## src/hdl/dsk_pkg.sv

```systemverilog
// Shared types and constants for the decimal-adjust / decrement-skip execution block
package dsk_pkg;

  localparam int unsigned DSK_DATA_W  = 8;
  localparam int unsigned DSK_ADDR_W  = 7;
  localparam int unsigned DSK_NIB_W   = 4;
  localparam int unsigned DSK_HI_LSB  = 4;

  localparam logic [7:0]  DSK_ACC_RST  = 8'h00;
  localparam logic        DSK_FLAG_RST = 1'b0;
  localparam logic        DSK_GIE_RST  = 1'b0;
  localparam logic [3:0]  DSK_NIB_MAX  = 4'h9;
  localparam logic [4:0]  DSK_NIB_FIX  = 5'h06;
  localparam logic [7:0]  DSK_ONE      = 8'h01;
  localparam logic [7:0]  DSK_ZERO     = 8'h00;
  localparam logic        DSK_DEST_ACC = 1'b0;
  localparam logic        DSK_DEST_REG = 1'b1;

  typedef enum logic [2:0] {
    op_nop,
    add_accumulator_register_op,
    decimal_adjust_op,
    decrement_skip_zero_op,
    global_irq_disable_op,
    global_irq_enable_op
  } dsk_op_e;

  typedef struct packed {
    dsk_op_e         op;
    logic [6:0]      file_addr;
    logic            dest;
  } dsk_instr_s;

  typedef struct packed {
    logic            we;
    logic [6:0]      addr;
    logic [7:0]      data;
  } dsk_fwrite_s;

  typedef struct packed {
    logic            carry;
    logic            half_carry;
    logic            zero;
  } dsk_flags_s;

endpackage : dsk_pkg

```

## src/hdl/dsk_bcd_digit.sv

```systemverilog
// One decimal digit correction stage
`timescale 1ns/10ps
`default_nettype none
module dsk_bcd_digit
  import dsk_pkg::*;
(
  // Digit in
  input  wire logic [3:0] nib,
  input  wire logic       carry_in,
  input  wire logic       force_fix,
  // Digit out
  output logic      [3:0] nib_out,
  output logic            carry_out
);

  logic [4:0] sum;
  logic [4:0] fixed;

  always_comb begin
    sum       = {1'b0, nib} + {4'h0, carry_in};
    if ((sum > {1'b0, DSK_NIB_MAX}) || force_fix) begin
      fixed = sum + DSK_NIB_FIX;
    end else begin
      fixed = sum;
    end
    nib_out   = fixed[3:0];
    carry_out = fixed[4];
  end

endmodule : dsk_bcd_digit
`default_nettype wire

```

## src/hdl/dsk_exec_core.sv

```systemverilog
// Execution of add, decimal adjust, decrement-skip and global interrupt enable/disable
`timescale 1ns/10ps
`default_nettype none
module dsk_exec_core
  import dsk_pkg::*;
#(
  // Widths the instruction fields and the two-digit adjust are built for
  parameter int unsigned DATA_W = DSK_DATA_W,
  parameter int unsigned ADDR_W = DSK_ADDR_W
)
(
  // Clock and reset
  input  wire logic        clk_sys,
  input  wire logic        rstn,
  // Instruction slot
  input  wire logic        instr_valid,
  input  wire dsk_instr_s  instr,
  input  wire logic [7:0]  file_rdata,
  // File register write
  output dsk_fwrite_s      fwrite_q,
  // Core state
  output logic [7:0]       working_accumulator_q,
  output dsk_flags_s       flags_q,
  output logic             global_interrupt_enable_bit_q,
  // Slot status
  output logic             squash_q,
  output logic             discarded_q
);

  ////////////////////////////////////////////////////////////////////////////
  // Decimal correction

  logic [3:0] lo_nib;
  logic [3:0] hi_nib;
  logic       lo_carry;
  logic       hi_carry;

  dsk_bcd_digit u_lo (
    .nib       (working_accumulator_q[3:0]),
    .carry_in  (1'b0),
    .force_fix (flags_q.half_carry),
    .nib_out   (lo_nib),
    .carry_out (lo_carry)
  );

  dsk_bcd_digit u_hi (
    .nib       (working_accumulator_q[7:4]),
    .carry_in  (lo_carry),
    .force_fix (flags_q.carry),
    .nib_out   (hi_nib),
    .carry_out (hi_carry)
  );

  ////////////////////////////////////////////////////////////////////////////
  // Parameter checks

  if (DATA_W != 2 * DSK_NIB_W) begin : g_data_w_check
    $error("dsk_exec_core: DATA_W must hold exactly two decimal digits");
  end
  if (ADDR_W != DSK_ADDR_W) begin : g_addr_w_check
    $error("dsk_exec_core: ADDR_W must match the instruction address field");
  end

  ////////////////////////////////////////////////////////////////////////////
  // Slot decode

  logic                 execute;
  logic                 drop_slot;
  logic                 is_add;
  logic                 is_adjust;
  logic                 is_decskip;
  logic                 is_irq_off;
  logic                 is_irq_on;
  logic                 writes_result;
  logic                 to_register;
  logic [DATA_W:0]      add_sum;
  logic [DSK_NIB_W:0]   add_low;
  logic [DATA_W-1:0]    dec_val;
  logic [DATA_W-1:0]    result;
  logic                 result_zero;

  always_comb begin
    // Prefetched slot after a taken skip runs as a no-op
    execute    = instr_valid && !squash_q;
    drop_slot  = instr_valid && squash_q;
    is_add     = 1'b0;
    is_adjust  = 1'b0;
    is_decskip = 1'b0;
    is_irq_off = 1'b0;
    is_irq_on  = 1'b0;
    if (execute) begin
      case (instr.op)
        add_accumulator_register_op: begin
          is_add = 1'b1;
        end
        decimal_adjust_op: begin
          is_adjust = 1'b1;
        end
        decrement_skip_zero_op: begin
          is_decskip = 1'b1;
        end
        global_irq_disable_op: begin
          is_irq_off = 1'b1;
        end
        global_irq_enable_op: begin
          is_irq_on = 1'b1;
        end
        // Unknown codes and the no-op change nothing
        default: begin
        end
      endcase
    end
    add_sum       = {1'b0, working_accumulator_q} + {1'b0, file_rdata};
    add_low       = {1'b0, working_accumulator_q[DSK_NIB_W-1:0]} + {1'b0, file_rdata[DSK_NIB_W-1:0]};
    dec_val       = file_rdata - DSK_ONE;
    result        = is_add ? add_sum[DATA_W-1:0] : dec_val;
    result_zero   = (result == DSK_ZERO);
    writes_result = is_add || is_decskip;
    to_register   = writes_result && (instr.dest == DSK_DEST_REG);
  end

  ////////////////////////////////////////////////////////////////////////////
  // Accumulator and flags

  logic [DATA_W-1:0]    acc_d;
  dsk_flags_s           flags_d;

  always_comb begin
    acc_d   = working_accumulator_q;
    flags_d = flags_q;
    if (is_add) begin
      flags_d.carry      = add_sum[DATA_W];
      flags_d.half_carry = add_low[DSK_NIB_W];
      flags_d.zero       = result_zero;
    end
    if (is_decskip) begin
      flags_d.zero = result_zero;
    end
    if (writes_result && !to_register) begin
      acc_d = result;
    end
    if (is_adjust) begin
      acc_d         = {hi_nib, lo_nib};
      flags_d.carry = hi_carry || flags_q.carry;
    end
  end

  always_ff @(posedge clk_sys or negedge rstn) begin
    if (!rstn) begin
      working_accumulator_q <= DSK_ACC_RST;
      flags_q               <= '{carry: DSK_FLAG_RST, half_carry: DSK_FLAG_RST, zero: DSK_FLAG_RST};
    end else begin
      working_accumulator_q <= acc_d;
      flags_q               <= flags_d;
    end
  end

  ////////////////////////////////////////////////////////////////////////////
  // Global interrupt enable

  logic                 gie_d;

  always_comb begin
    gie_d = global_interrupt_enable_bit_q;
    if (is_irq_off) begin
      gie_d = 1'b0;
    end else if (is_irq_on) begin
      gie_d = 1'b1;
    end
  end

  always_ff @(posedge clk_sys or negedge rstn) begin
    if (!rstn) begin
      global_interrupt_enable_bit_q <= DSK_GIE_RST;
    end else begin
      global_interrupt_enable_bit_q <= gie_d;
    end
  end

  ////////////////////////////////////////////////////////////////////////////
  // Skip of the prefetched slot

  logic                 squash_d;
  logic                 discarded_d;

  always_comb begin
    squash_d    = squash_q;
    discarded_d = drop_slot;
    if (drop_slot) begin
      squash_d = 1'b0;
    end else if (is_decskip) begin
      squash_d = result_zero;
    end
  end

  always_ff @(posedge clk_sys or negedge rstn) begin
    if (!rstn) begin
      squash_q    <= 1'b0;
      discarded_q <= 1'b0;
    end else begin
      squash_q    <= squash_d;
      discarded_q <= discarded_d;
    end
  end

  ////////////////////////////////////////////////////////////////////////////
  // File register write

  dsk_fwrite_s          fwrite_d;

  always_comb begin
    fwrite_d = '0;
    if (to_register) begin
      fwrite_d.we   = 1'b1;
      fwrite_d.addr = instr.file_addr;
      fwrite_d.data = result;
    end
  end

  always_ff @(posedge clk_sys or negedge rstn) begin
    if (!rstn) begin
      fwrite_q <= '0;
    end else begin
      fwrite_q <= fwrite_d;
    end
  end

endmodule : dsk_exec_core
`default_nettype wire

```

## config.mk

```make
export PLATFORM = sky130hd
export DESIGN_NAME = dsk_exec_core
export DESIGN_NICKNAME = d
export VERILOG_FILES = /design/src/hdl/dsk_pkg.sv /design/src/hdl/dsk_bcd_digit.sv /design/src/hdl/dsk_exec_core.sv
export SDC_FILE = /design/constraint.sdc
export NUM_CORES = 1
export LEC_CHECK = 0
export BUFFER_PORTS_ARGS = -buffer_cell sky130_fd_sc_hd__buf_2
export CORE_AREA = 2 2 64 66
export DETAILED_ROUTE_END_ITERATION = 8
export DIE_AREA = 0 0 66 68
export PLACE_DENSITY_LB_ADDON = 0.1
export SLEW_MARGIN = 20
export SYNTH_ARGS = -nofsm -noshare
export SYNTH_HDL_FRONTEND = slang
export SYNTH_HIERARCHICAL = 1
export SYNTH_SLANG_ARGS = --single-unit
```

## constraint.sdc

```tcl
create_clock -name clk_sys -period 4 [get_ports clk_sys]
set_input_delay 0.4 -clock clk_sys [delete_from_list [all_inputs] [get_ports clk_sys]]
set_output_delay 0.4 -clock clk_sys [all_outputs]
set_load 0.02 [all_outputs]
```

==> results.py, run 1 <==
metrics = {
    "run_status": {
        "status": "complete, no violations",
    },
    "sta": {
        "clock-skew-final_ns": 0.007672,
        "finalCriticalPeriod_ns": 2.432,
        "rsz0062_at_grt": "false",
        "fmax_mhz": 411.2,
        "fin_tns_setup_ns": 0,
        "period_share": 0.6080,
        "relSlewSlack": 0.5710,
        "tightest_slew_ns": 0.6435,
        "setup_viol": 0,
        "slew_viol_final": 0,
        "hold_viol": 0,
    },
    "die": {
        "io_pins": 52,
        "initial_core_util": 0.5470,
        "core_region_area_sq_um": 3856,
        "die_area_sq_um": 4488,
        "die_x_um": 66,
        "die_h_um": 68,
        "row_count": 23,
    },
    "placement": {
        "gp_congestion": 0.8411,
        "dp.cells": 310,
        "dp_hpwl_um": 3505,
        "io_buffers": 51,
        "placed_cell_area_sq_um": 2367,
    },
    "clocking": {
        "ctsHtreeMaxLevel": 2,
        "cts_setup_buffers": 0,
        "ctsResizeCount": 0,
        "cts-root-buf": "clkbuf_8",
        "cts_tree": "yes",
        "cts.sinks": 30,
        "clk_pin_slew_ns": 0.07,
        "holdBufCountCts": 0,
        "cts_buffers": 5,
        "clock_latency_ns": 0.29,
        "clk_path_buf_depth": 2,
    },
    "worst_setup_path": {
        "critPathLaunchType": "flip-flop",
        "startpoint": "working_accumulator_q[1]$_DFFE_PN0P_",
        "crit_fanout": 12,
        "reg2reg_depth": 9,
        "reg2reg_from": "working_accumulator_q[1]$_DFFE_PN0P_",
        "r2r_slack_ns": 1.57,
        "crit_required_ns": 4.17,
        "criticalPathCategory": "flip-flop to flip-flop",
        "cp-end-kind": "flip-flop",
        "worstPathArrival_ns": 2.60,
        "r2r_end": "working_accumulator_q[6]$_DFFE_PN0P_",
    },
    "layout": {
        "nets": 305,
        "fin_util": 0.6385,
        "drive_gt1_frac": 0.2724,
        "area_delta_synth_final_pct": 16.73,
        "antenna_cells": 0,
        "post_layout_nonfiller_instances": 318,
        "design_area_sq_um": 2462,
        "num-fill-cells": 376,
    },
    "yosys": {
        "synthCells": 216,
        "synthArstFlopShare": 1.000,
        "synth.distinct_cells": 51,
        "seq_area_frac_synth": 0.3559,
        "synth_edf_count": 0,
        "ys_top_cells_by_area": "dfrtp_1 (36%), ha_1 (8.9%), xor2_1 (4.6%)",
        "ys_warn_count": 6,
        "synthFlopType": "dfrtp_1",
        "synth.most_common_cell": "dfrtp_1",
        "synth_top_area_share": 0.3559,
        "synth_common_cells": "dfrtp_1 (30), ha_1 (15), nand2_1 (13)",
        "yosys.area.top_type": "dfrtp_1",
        "ys_ff_latch": 30,
        "postSynthAreaPerCell_sq_um": 9.766,
        "netlist_area_sq_um": 2110,
    },
    "detailed_routing": {
        "detail_route.vias_per_cell": 5.635,
        "post_drt_wl_per_cell_um": 14.70,
        "drc": 0,
        "routed_wl_um": 4675,
        "route.vias.total": 1792,
        "dr.pass1.iters": 4,
        "drt_iter0_markers": 48,
        "ant_nets": 0,
    },
    "pwr": {
        "vdd_drop_max_mv": 0.3242,
        "p_leak_nw": 1.275,
        "power.total_mw": 1.457,
        "cellPowerDensity_nw_per_um2": 591.6,
    },
    "global_route": {
        "antenna_found_initial": 0,
        "grt_max_degree": 31,
        "grt_usage": 0.2314,
        "grt_pass1_wl_um": 7845,
        "grt_pass1_vias": 1709,
        "grt-ovfl-total": 0,
    },
    "run": {
        "maxCapViolCount": 0,
    },
    "min_path": {
        "hold_class": "input port to async pin",
    },
}
-- how the worst max path moves through the flow --
| stage | to | slack [ns] | cells past startpoint |
|---|---|---|---|
| after global routing | working_accumulator_q[6]$_DFFE_PN0P_ | 1.34 | 9 |
| after CTS | working_accumulator_q[6]$_DFFE_PN0P_ | 1.57 | 9 |
| after floorplan | flags_q[0]$_DFFE_PN0N_ | 1.69 | 8 |
| after detailed placement | flags_q[0]$_DFFE_PN0N_ | 1.53 | 7 |
| after global placement | flags_q[0]$_DFFE_PN0N_ | 1.52 | 7 |
| final | working_accumulator_q[6]$_DFFE_PN0P_ | 1.57 | 9 |
-- worst max-delay path, cell delays in order, from the launching register on --
cell and delay, ns:
dfrtp_1 0.61, o21ai_2 0.10, a31oi_1 0.23, a21o_2 0.14, ha_1 0.33, a31oi_1 0.18
a211oi_2 0.31, mux2i_1 0.12, a22oi_1 0.20, o21ai_1 0.10
-- cells in the final DEF, fill, tap and decap left out, types with 3 or more instances in the layout --
master     n
buf_2     51
dfrtp_1   30
ha_1      15
nand2_1   13
nor2_1    12
xor2_1    11
and3_1    10
o21ai_1   10
inv_1      9
a21oi_1    8
a22oi_1    8
mux2i_1    6
clkbuf_8   6
xnor2_1    5
a31oi_1    5
o21ai_0    5
and2_1     4
a21o_1     4
nand2b_1   4
nor3b_1    4
o21bai_1   3
nor2b_1    3
-- registers in the layout, summed over array words and instances (netlist names) --
name                           cells
working_accumulator_q              8
global_interrupt_enable_bit_q      1
discarded_q                        1
fwrite_q                          16
flags_q                            3
squash_q                           1
-- final cells by class --
cell class	instances	area (sq um)	share of cell area
repair buffers	51	255.2	0.1037
inverters	9	33.78	0.01372
well taps	50	62.56	0.02541
clock buffers	6	82.58	0.03354
flip-flops and latches	30	750.7	0.3049
clock inverters	2	12.51	0.005081
multi-input cells	170	1265	0.5137
-- layer usage --
metal	track usage	share of wire	vias up
met2	0.3990	0.49	39
li1	-	-	892
met3	0.04770	0.042	6
met4	0.07653	0.012	0
met1	0.2926	0.46	855
met5	0	0	-
-- report_power, final --
part	internal (mW)	switching, mW	total (mW)
sequential	0.352	0.128	0.480
clock	0.138	0.116	0.254
combinational	0.319	0.403	0.723
total	0.809	0.647	1.46
-- cells by family after synthesis --
kind of cell | Yosys count | synth area share
simple gates | 66 | 0.1862
fa+ha+maj | 16 | 0.09846
flops | 30 | 0.3559
compound gates | 63 | 0.2112
buf+inv | 17 | 0.04626
other cells | 1 | 0.001778
xor+xnor | 16 | 0.06643
mux | 7 | 0.03381
-- per-stage QoR --
stage               hold slack (ns)  worst slack, ns
floorplan                    0.1044            1.691
global placement             0.4617            1.518
detailed placement           0.4653            1.528
CTS                          0.1561            1.574
global route                 0.1958            1.335
finish                       0.1331            1.568
No activity file was read; power rests on OpenSTA's default activity.
==> inputs of run 2 (changes only) <==
--- a/config.mk
+++ b/config.mk
@@ -6,9 +6,9 @@
 export NUM_CORES = 1
 export LEC_CHECK = 0
 export BUFFER_PORTS_ARGS = -buffer_cell sky130_fd_sc_hd__buf_2
-export CORE_AREA = 2 2 64 66
+export CORE_AREA = 2 2 67 69
 export DETAILED_ROUTE_END_ITERATION = 8
-export DIE_AREA = 0 0 66 68
+export DIE_AREA = 0 0 69 71
 export PLACE_DENSITY_LB_ADDON = 0.1
 export SLEW_MARGIN = 20
 export SYNTH_ARGS = -nofsm -noshare
==> constraint.sdc (replaced) <==
create_clock -name clk_sys -period 2.4 [get_ports clk_sys]
set_input_delay 0.24 -clock clk_sys [delete_from_list [all_inputs] [get_ports clk_sys]]
set_output_delay 0.24 -clock clk_sys [all_outputs]
set_load 0.02 [all_outputs]
==> run 2 against run 1 <==
  * Sequential cell count stayed put
  * Sequential power grew 51%
  * Clock skew increased by 0.0022 ns
  * Die area is 9.2% higher
  * Largest cell class unchanged
  * Largest power group unchanged
==> results.py, run 2 (same netlist as run 1, synthesis figures left out) <==
metrics = {
    "run_status": {
        "status": "complete, no violations",
    },
    "layout": {
        "design_area_sq_um": 2595,
        "largest_reg_flops": 16,
        "final_common_cell": "buf_2",
        "nets": 315,
        "antenna_cells": 0,
        "reg_top3": "fwrite_q x16, working_accumulator_q x8, flags_q x3",
        "area_delta_synth_final_pct": 23.01,
        "regMostFlops": "fwrite_q",
        "drive_gt1_frac": 0.3022,
        "fin_util": 0.6173,
        "layout_common_cells": "buf_2 (51), dfrtp_1 (30), ha_1 (14)",
    },
    "min_path": {
        "hp-start": "instr[7]",
        "hold_class": "input port to flip-flop",
    },
    "sta": {
        "fin_tns_setup_ns": 0,
        "setup_viol": 0,
        "rsz0062_at_grt": "false",
        "fmax_mhz": 440.6,
        "finalCriticalPeriod_ns": 2.270,
        "period_share": 0.9458,
        "slew_viol_final": 0,
        "tightest_slew_ns": 0.6525,
        "relSlewSlack": 0.5650,
        "clock-skew-final_ns": 0.009841,
        "hold_viol": 0,
    },
    "global_route": {
        "grt_pass1_wl_um": 8252,
        "grt_max_degree": 31,
        "grt-ovfl-total": 0,
        "grt_usage": 0.2090,
        "antenna_found_initial": 0,
        "grt_pass1_vias": 1785,
    },
    "pwr": {
        "vdd_drop_max_mv": 0.6530,
        "p_leak_nw": 1.344,
        "cellPowerDensity_nw_per_um2": 1043,
    },
    "detailed_routing": {
        "drc": 0,
        "routed_wl_um": 4845,
        "top_layer": "met4",
        "dr.pass1.iters": 4,
        "post_drt_wl_per_cell_um": 14.68,
        "ant_nets": 0,
        "routed-wl-met2_um": 2340,
        "wl_met3_um": 236,
        "drt_iter0_markers": 90,
        "wl_met1_um": 2210,
        "detail_route.vias_per_cell": 5.588,
        "route.vias.total": 1844,
    },
    "clocking": {
        "cts-root-buf": "clkbuf_8",
        "clock_latency_ns": 0.29,
        "clk_path_buf_depth": 2,
        "cts_setup_buffers": 0,
        "cts.sinks": 30,
        "ctsHtreeMaxLevel": 2,
        "cts_buffers": 5,
        "clk_pin_slew_ns": 0.07,
        "cts_tree": "yes",
    },
    "worst_setup_path": {
        "worstPathArrival_ns": 2.44,
        "reg2reg_depth": 8,
        "r2r_slack_ns": 0.13,
        "r2r_end": "flags_q[0]$_DFFE_PN0N_",
        "crit_fanout": 2,
        "cp-end-kind": "flip-flop",
        "startpoint": "working_accumulator_q[0]$_DFFE_PN0P_",
        "criticalPathCategory": "flip-flop to flip-flop",
        "reg2reg_from": "working_accumulator_q[0]$_DFFE_PN0P_",
        "critPathLaunchType": "flip-flop",
        "crit_required_ns": 2.57,
        "endpoint": "flags_q[0]$_DFFE_PN0N_",
    },
    "placement": {
        "io_buffers": 51,
        "dp_hpwl_um": 3691,
        "gp_congestion": 0.8973,
        "placed_cell_area_sq_um": 2437,
    },
    "die": {
        "die_h_um": 71,
        "io_pins": 52,
        "die_area_sq_um": 4899,
        "initial_core_util": 0.5018,
        "die_x_um": 69,
        "row_count": 24,
        "core_region_area_sq_um": 4204,
    },
    "run": {
        "maxCapViolCount": 0,
    },
}
==> run 2: changes by cell type in the layout (fill, tap and decap cells not counted) <==
cell / before / now
buf_4: 0 / 9
bufinv_16: 0 / 2
clkinv_2: 1 / 0
clkinvlp_4: 1 / 0
dlygate4sd3_1: 0 / 1
fa_1: 1 / 0
fa_2: 0 / 1
ha_1: 15 / 14
ha_2: 0 / 1
==> run 2: what timing repair did <==
action                                  4_1_cts  5_1_grt
endpoints found under the setup margin        0        3
resized for setup                             0        2
hold buffers                                  1        0
endpoints found under the hold margin         8        0
==> run 2: how the worst min path moves through the flow <==
stage	endpoint	slack (ns)	cells after the start
3_5_place_dp	global_interrupt_enable_bit_q$_DFFE_PN0P_	0.31	1
5_1_grt	fwrite_q[10]$_DFF_PN0_	0.19	2
2_1_floorplan	discarded_q$_DFF_PN0_	-0.06	0
3_3_place_gp	global_interrupt_enable_bit_q$_DFFE_PN0P_	0.31	1
4_1_cts	fwrite_q[14]$_DFF_PN0_	0.19	2
6_report	fwrite_q[14]$_DFF_PN0_	0.19	2
==> run 2: routing by layer <==
metal  vias up  GRT usage
met5         -          0
met4         0    0.05664
met3         5    0.05128
met2        49     0.3558
met1       879     0.2670
li1        911          -
==> run 2: final cells by class <==
| class | instances | area, sq um |
|---|---|---|
| repair buffers | 61 | 332.8 |
| fillers | 393 | 1609 |
| clock inverters | 2 | 60.06 |
| well taps | 52 | 65.06 |
| clock buffers | 6 | 82.58 |
| inverters | 9 | 33.78 |
| multi-input cells | 170 | 1270 |
| flip-flops and latches | 30 | 750.7 |
==> run 2: per-stage QoR <==
step	cells	power (mW)	hold WS [ns]	worst slack (ns)
finish	330	2.707	0.1862	0.1301
global route	330	2.909	0.1922	0.004881
CTS	330	2.704	0.1877	0.1088
detailed placement	321	2.052	0.3088	0.1117
global placement	321	2.042	0.3058	0.1292
floorplan	217	1.738	-0.05559	0.09098
==> run 2: report_power, final <==
part	switching (mW)	internal, mW
clock network	0.198	0.443
logic	0.755	0.585
registers	0.138	0.588
==> run 2: critical path: stages, from the launching register on <==
cell	delay, ns
dfrtp_1	0.38
ha_1	0.21
fa_2	0.36
a21o_1	0.19
a221oi_2	0.32
xnor2_1	0.16
mux2i_1	0.10
and2_1	0.17
a32o_1	0.25
==> inputs of run 3 (changes only) <==
--- a/config.mk
+++ b/config.mk
@@ -6,9 +6,9 @@
 export NUM_CORES = 1
 export LEC_CHECK = 0
 export BUFFER_PORTS_ARGS = -buffer_cell sky130_fd_sc_hd__buf_2
-export CORE_AREA = 2 2 67 69
+export CORE_AREA = 2 2 70 72
 export DETAILED_ROUTE_END_ITERATION = 8
-export DIE_AREA = 0 0 69 71
+export DIE_AREA = 0 0 72 74
 export PLACE_DENSITY_LB_ADDON = 0.1
 export SLEW_MARGIN = 20
 export SYNTH_ARGS = -nofsm -noshare
==> constraint.sdc (replaced) <==
create_clock -name clk_sys -period 2 [get_ports clk_sys]
set_input_delay 0.2 -clock clk_sys [delete_from_list [all_inputs] [get_ports clk_sys]]
set_output_delay 0.2 -clock clk_sys [all_outputs]
set_load 0.02 [all_outputs]
==> run 3 against run 2 <==
  * The flow now finishes with violations (negative setup slack)
  * Wire length rose by 5.0%
  * Global-route usage rose by 0.43 points
  * Clock skew rose by 0.0027 ns
  * Utilization rose by 2.4 points
  * Critical path type unchanged
  * Largest power group unchanged
==> results.py, run 3 (same netlist as run 1, synthesis figures left out) <==
metrics = {
    "layout": {
        "largest_reg_flops": 16,
        "num-fill-cells": 421,
        "reg_top3": "fwrite_q x16, working_accumulator_q x8, flags_q x3",
        "final_common_cell": "buf_2",
        "nets": 346,
        "regMostFlops": "fwrite_q",
        "drive_gt1_frac": 0.4253,
        "design_area_sq_um": 2948,
        "layout_common_cells": "buf_2 (51), buf_4 (38), dfrtp_1 (27)",
        "antenna_cells": 0,
        "area_delta_synth_final_pct": 39.74,
        "fin_util": 0.6411,
    },
    "sta": {
        "rsz0062_at_grt": "true",
        "hold_viol": 0,
        "period_share": 1.100,
        "finalCriticalPeriod_ns": 2.201,
        "holdWs_ns": 0.1531,
        "slew_viol_final": 0,
        "tightest_slew_ns": 0.6677,
        "fmax_mhz": 454.4,
        "clock-skew-final_ns": 0.01253,
        "relSlewSlack": 0.5549,
        "postLayoutSetupSlackWorst_ns": -0.2005,
        "setup_viol": 3,
    },
    "die": {
        "row_count": 25,
        "die_area_sq_um": 5328,
        "core_region_area_sq_um": 4598,
        "die_x_um": 72,
        "initial_core_util": 0.4588,
        "io_pins": 52,
        "die_h_um": 74,
    },
    "run_status": {
        "violations": "negative setup slack",
        "status": "finished, violations left",
    },
    "global_route": {
        "grt_max_degree": 31,
        "grt-busiest-layer": "met2",
        "antenna_found_initial": 0,
        "use_met2": 0.3436,
        "grt-ovfl-total": 0,
        "grt_pass1_vias": 1830,
        "use_met3": 0.04878,
        "grt_util_met1": 0.2877,
        "grt_usage": 0.2133,
        "grt_pass1_wl_um": 8707,
    },
    "pwr": {
        "p_leak_nw": 1.505,
        "cellPowerDensity_nw_per_um2": 1222,
        "power.total_mw": 3.603,
        "vdd_drop_max_mv": 0.4927,
    },
    "detailed_routing": {
        "ant_nets": 0,
        "route.vias.total": 1932,
        "dr.pass1.iters": 4,
        "drc": 0,
        "post_drt_wl_per_cell_um": 14.05,
        "detail_route.vias_per_cell": 5.337,
        "routed_wl_um": 5086,
        "drt_iter0_markers": 45,
    },
    "worst_setup_path": {
        "r2r_slack_ns": -0.20,
        "worstPathArrival_ns": 2.37,
        "slowest_stage": "dfrtp_2",
        "critPathLaunchType": "flip-flop",
        "critPathTopFamily": "compound AO/OA/AOI/OAI gates",
        "cp-end-kind": "flip-flop",
        "crit_required_ns": 2.17,
        "crit_buf_inv": 0,
        "max_stage_delay_ns": 0.42,
        "cp_cell_sequence": "ha_4, fa_2, a21o_1, a221oi_2, xnor2_1, mux2i_1, and2_1, a32o_1",
        "crit_fanout": 2,
        "criticalPathCategory": "flip-flop to flip-flop",
    },
    "placement": {
        "io_buffers": 51,
        "placed_cell_area_sq_um": 2675,
        "dp_hpwl_um": 3936,
        "gp_congestion": 0.8828,
    },
    "clocking": {
        "cts.sinks": 30,
        "clk_pin_slew_ns": 0.06,
        "cts_buffers": 5,
        "ctsHtreeMaxLevel": 2,
        "cts-root-buf": "clkbuf_8",
        "clk_path_buf_depth": 2,
        "cts_tree": "yes",
        "clock_latency_ns": 0.28,
    },
    "run": {
        "maxCapViolCount": 0,
    },
    "min_path": {
        "hold_class": "input port to flip-flop",
    },
}
run 3: cell types whose count changed in the layout (fill, tap and decap cells not counted), moves of 3 or more:
cell / before / now
ha_1: 14 / 10
ha_4: 0 / 5
buf_4: 9 / 38
dfrtp_1: 30 / 27
dfrtp_2: 0 / 3
run 3: final cells by class:
cell class / instances / area (sq um) / area share
Clock buffer: 6 / 82.58 / 0.02801
Clock inverter: 1 / 30.03 / 0.01019
Inverter: 9 / 33.78 / 0.01146
Multi-Input combinational cell: 170 / 1406 / 0.4771
Sequential cell: 30 / 754.5 / 0.2559
Tap cell: 54 / 67.56 / 0.02292
Timing Repair Buffer: 92 / 573.1 / 0.1944
run 3: worst register-to-register path: cells and delay by family, from the launching register on:
kind / cells / cell delay, ns
AOI/OAI and AO/OA: 3 / 0.75
adders and majority gates: 2 / 0.50
DFF: 1 / 0.42
and+or+nand+nor: 1 / 0.17
xor gates and xnor gates: 1 / 0.15
muxes: 1 / 0.10
run 3: metrics by stage:
step	std cells	setup TNS [ns]	setup slack, ns
after floorplan	217	-0.5847	-0.2008
final	362	-0.3755	-0.2005
after global routing	362	-1.476	-0.3177
after CTS	361	-0.4450	-0.2021
after global placement	350	-0.4778	-0.1793
after detailed placement	350	-0.6857	-0.2174
run 3: final timing paths:
| path | cells past startpoint | start | to |
|---|---|---|---|
| min in group asynchronous | 2 | rstn | working_accumulator_q[5]$_DFFE_PN0P_ |
| max in group asynchronous | 2 | rstn | working_accumulator_q[3]$_DFFE_PN0P_ |
| min | 2 | instr[1] | fwrite_q[8]$_DFF_PN0_ |
| max reg2reg | 8 | working_accumulator_q[0]$_DFFE_PN0P_ | flags_q[0]$_DFFE_PN0N_ |
| min reg2reg | 1 | flags_q[0]$_DFFE_PN0N_ | flags_q[0]$_DFFE_PN0N_ |
| max | 8 | working_accumulator_q[0]$_DFFE_PN0P_ | flags_q[0]$_DFFE_PN0N_ |
run 3: power breakdown:
part	total [mW]	switching [mW]	internal, mW
logic	2.16	1.10	1.06
registers	0.831	0.119	0.712
clock network	0.614	0.216	0.398
run 3: what timing repair did:
action	CTS	global route
buffers inserted	4	2
hold buffers	1	0
hold endpoints to repair	30	0
gates cloned	0	0
resized for setup	12	8
setup endpoints to repair	7	11
pin swaps	12	11
run 3: layer usage:
layer | part of all wire | vias up
li1 | - | 971
met1 | 0.46 | 912
met2 | 0.48 | 41
met3 | 0.040 | 8
met4 | 0.017 | 0
met5 | 0 | -
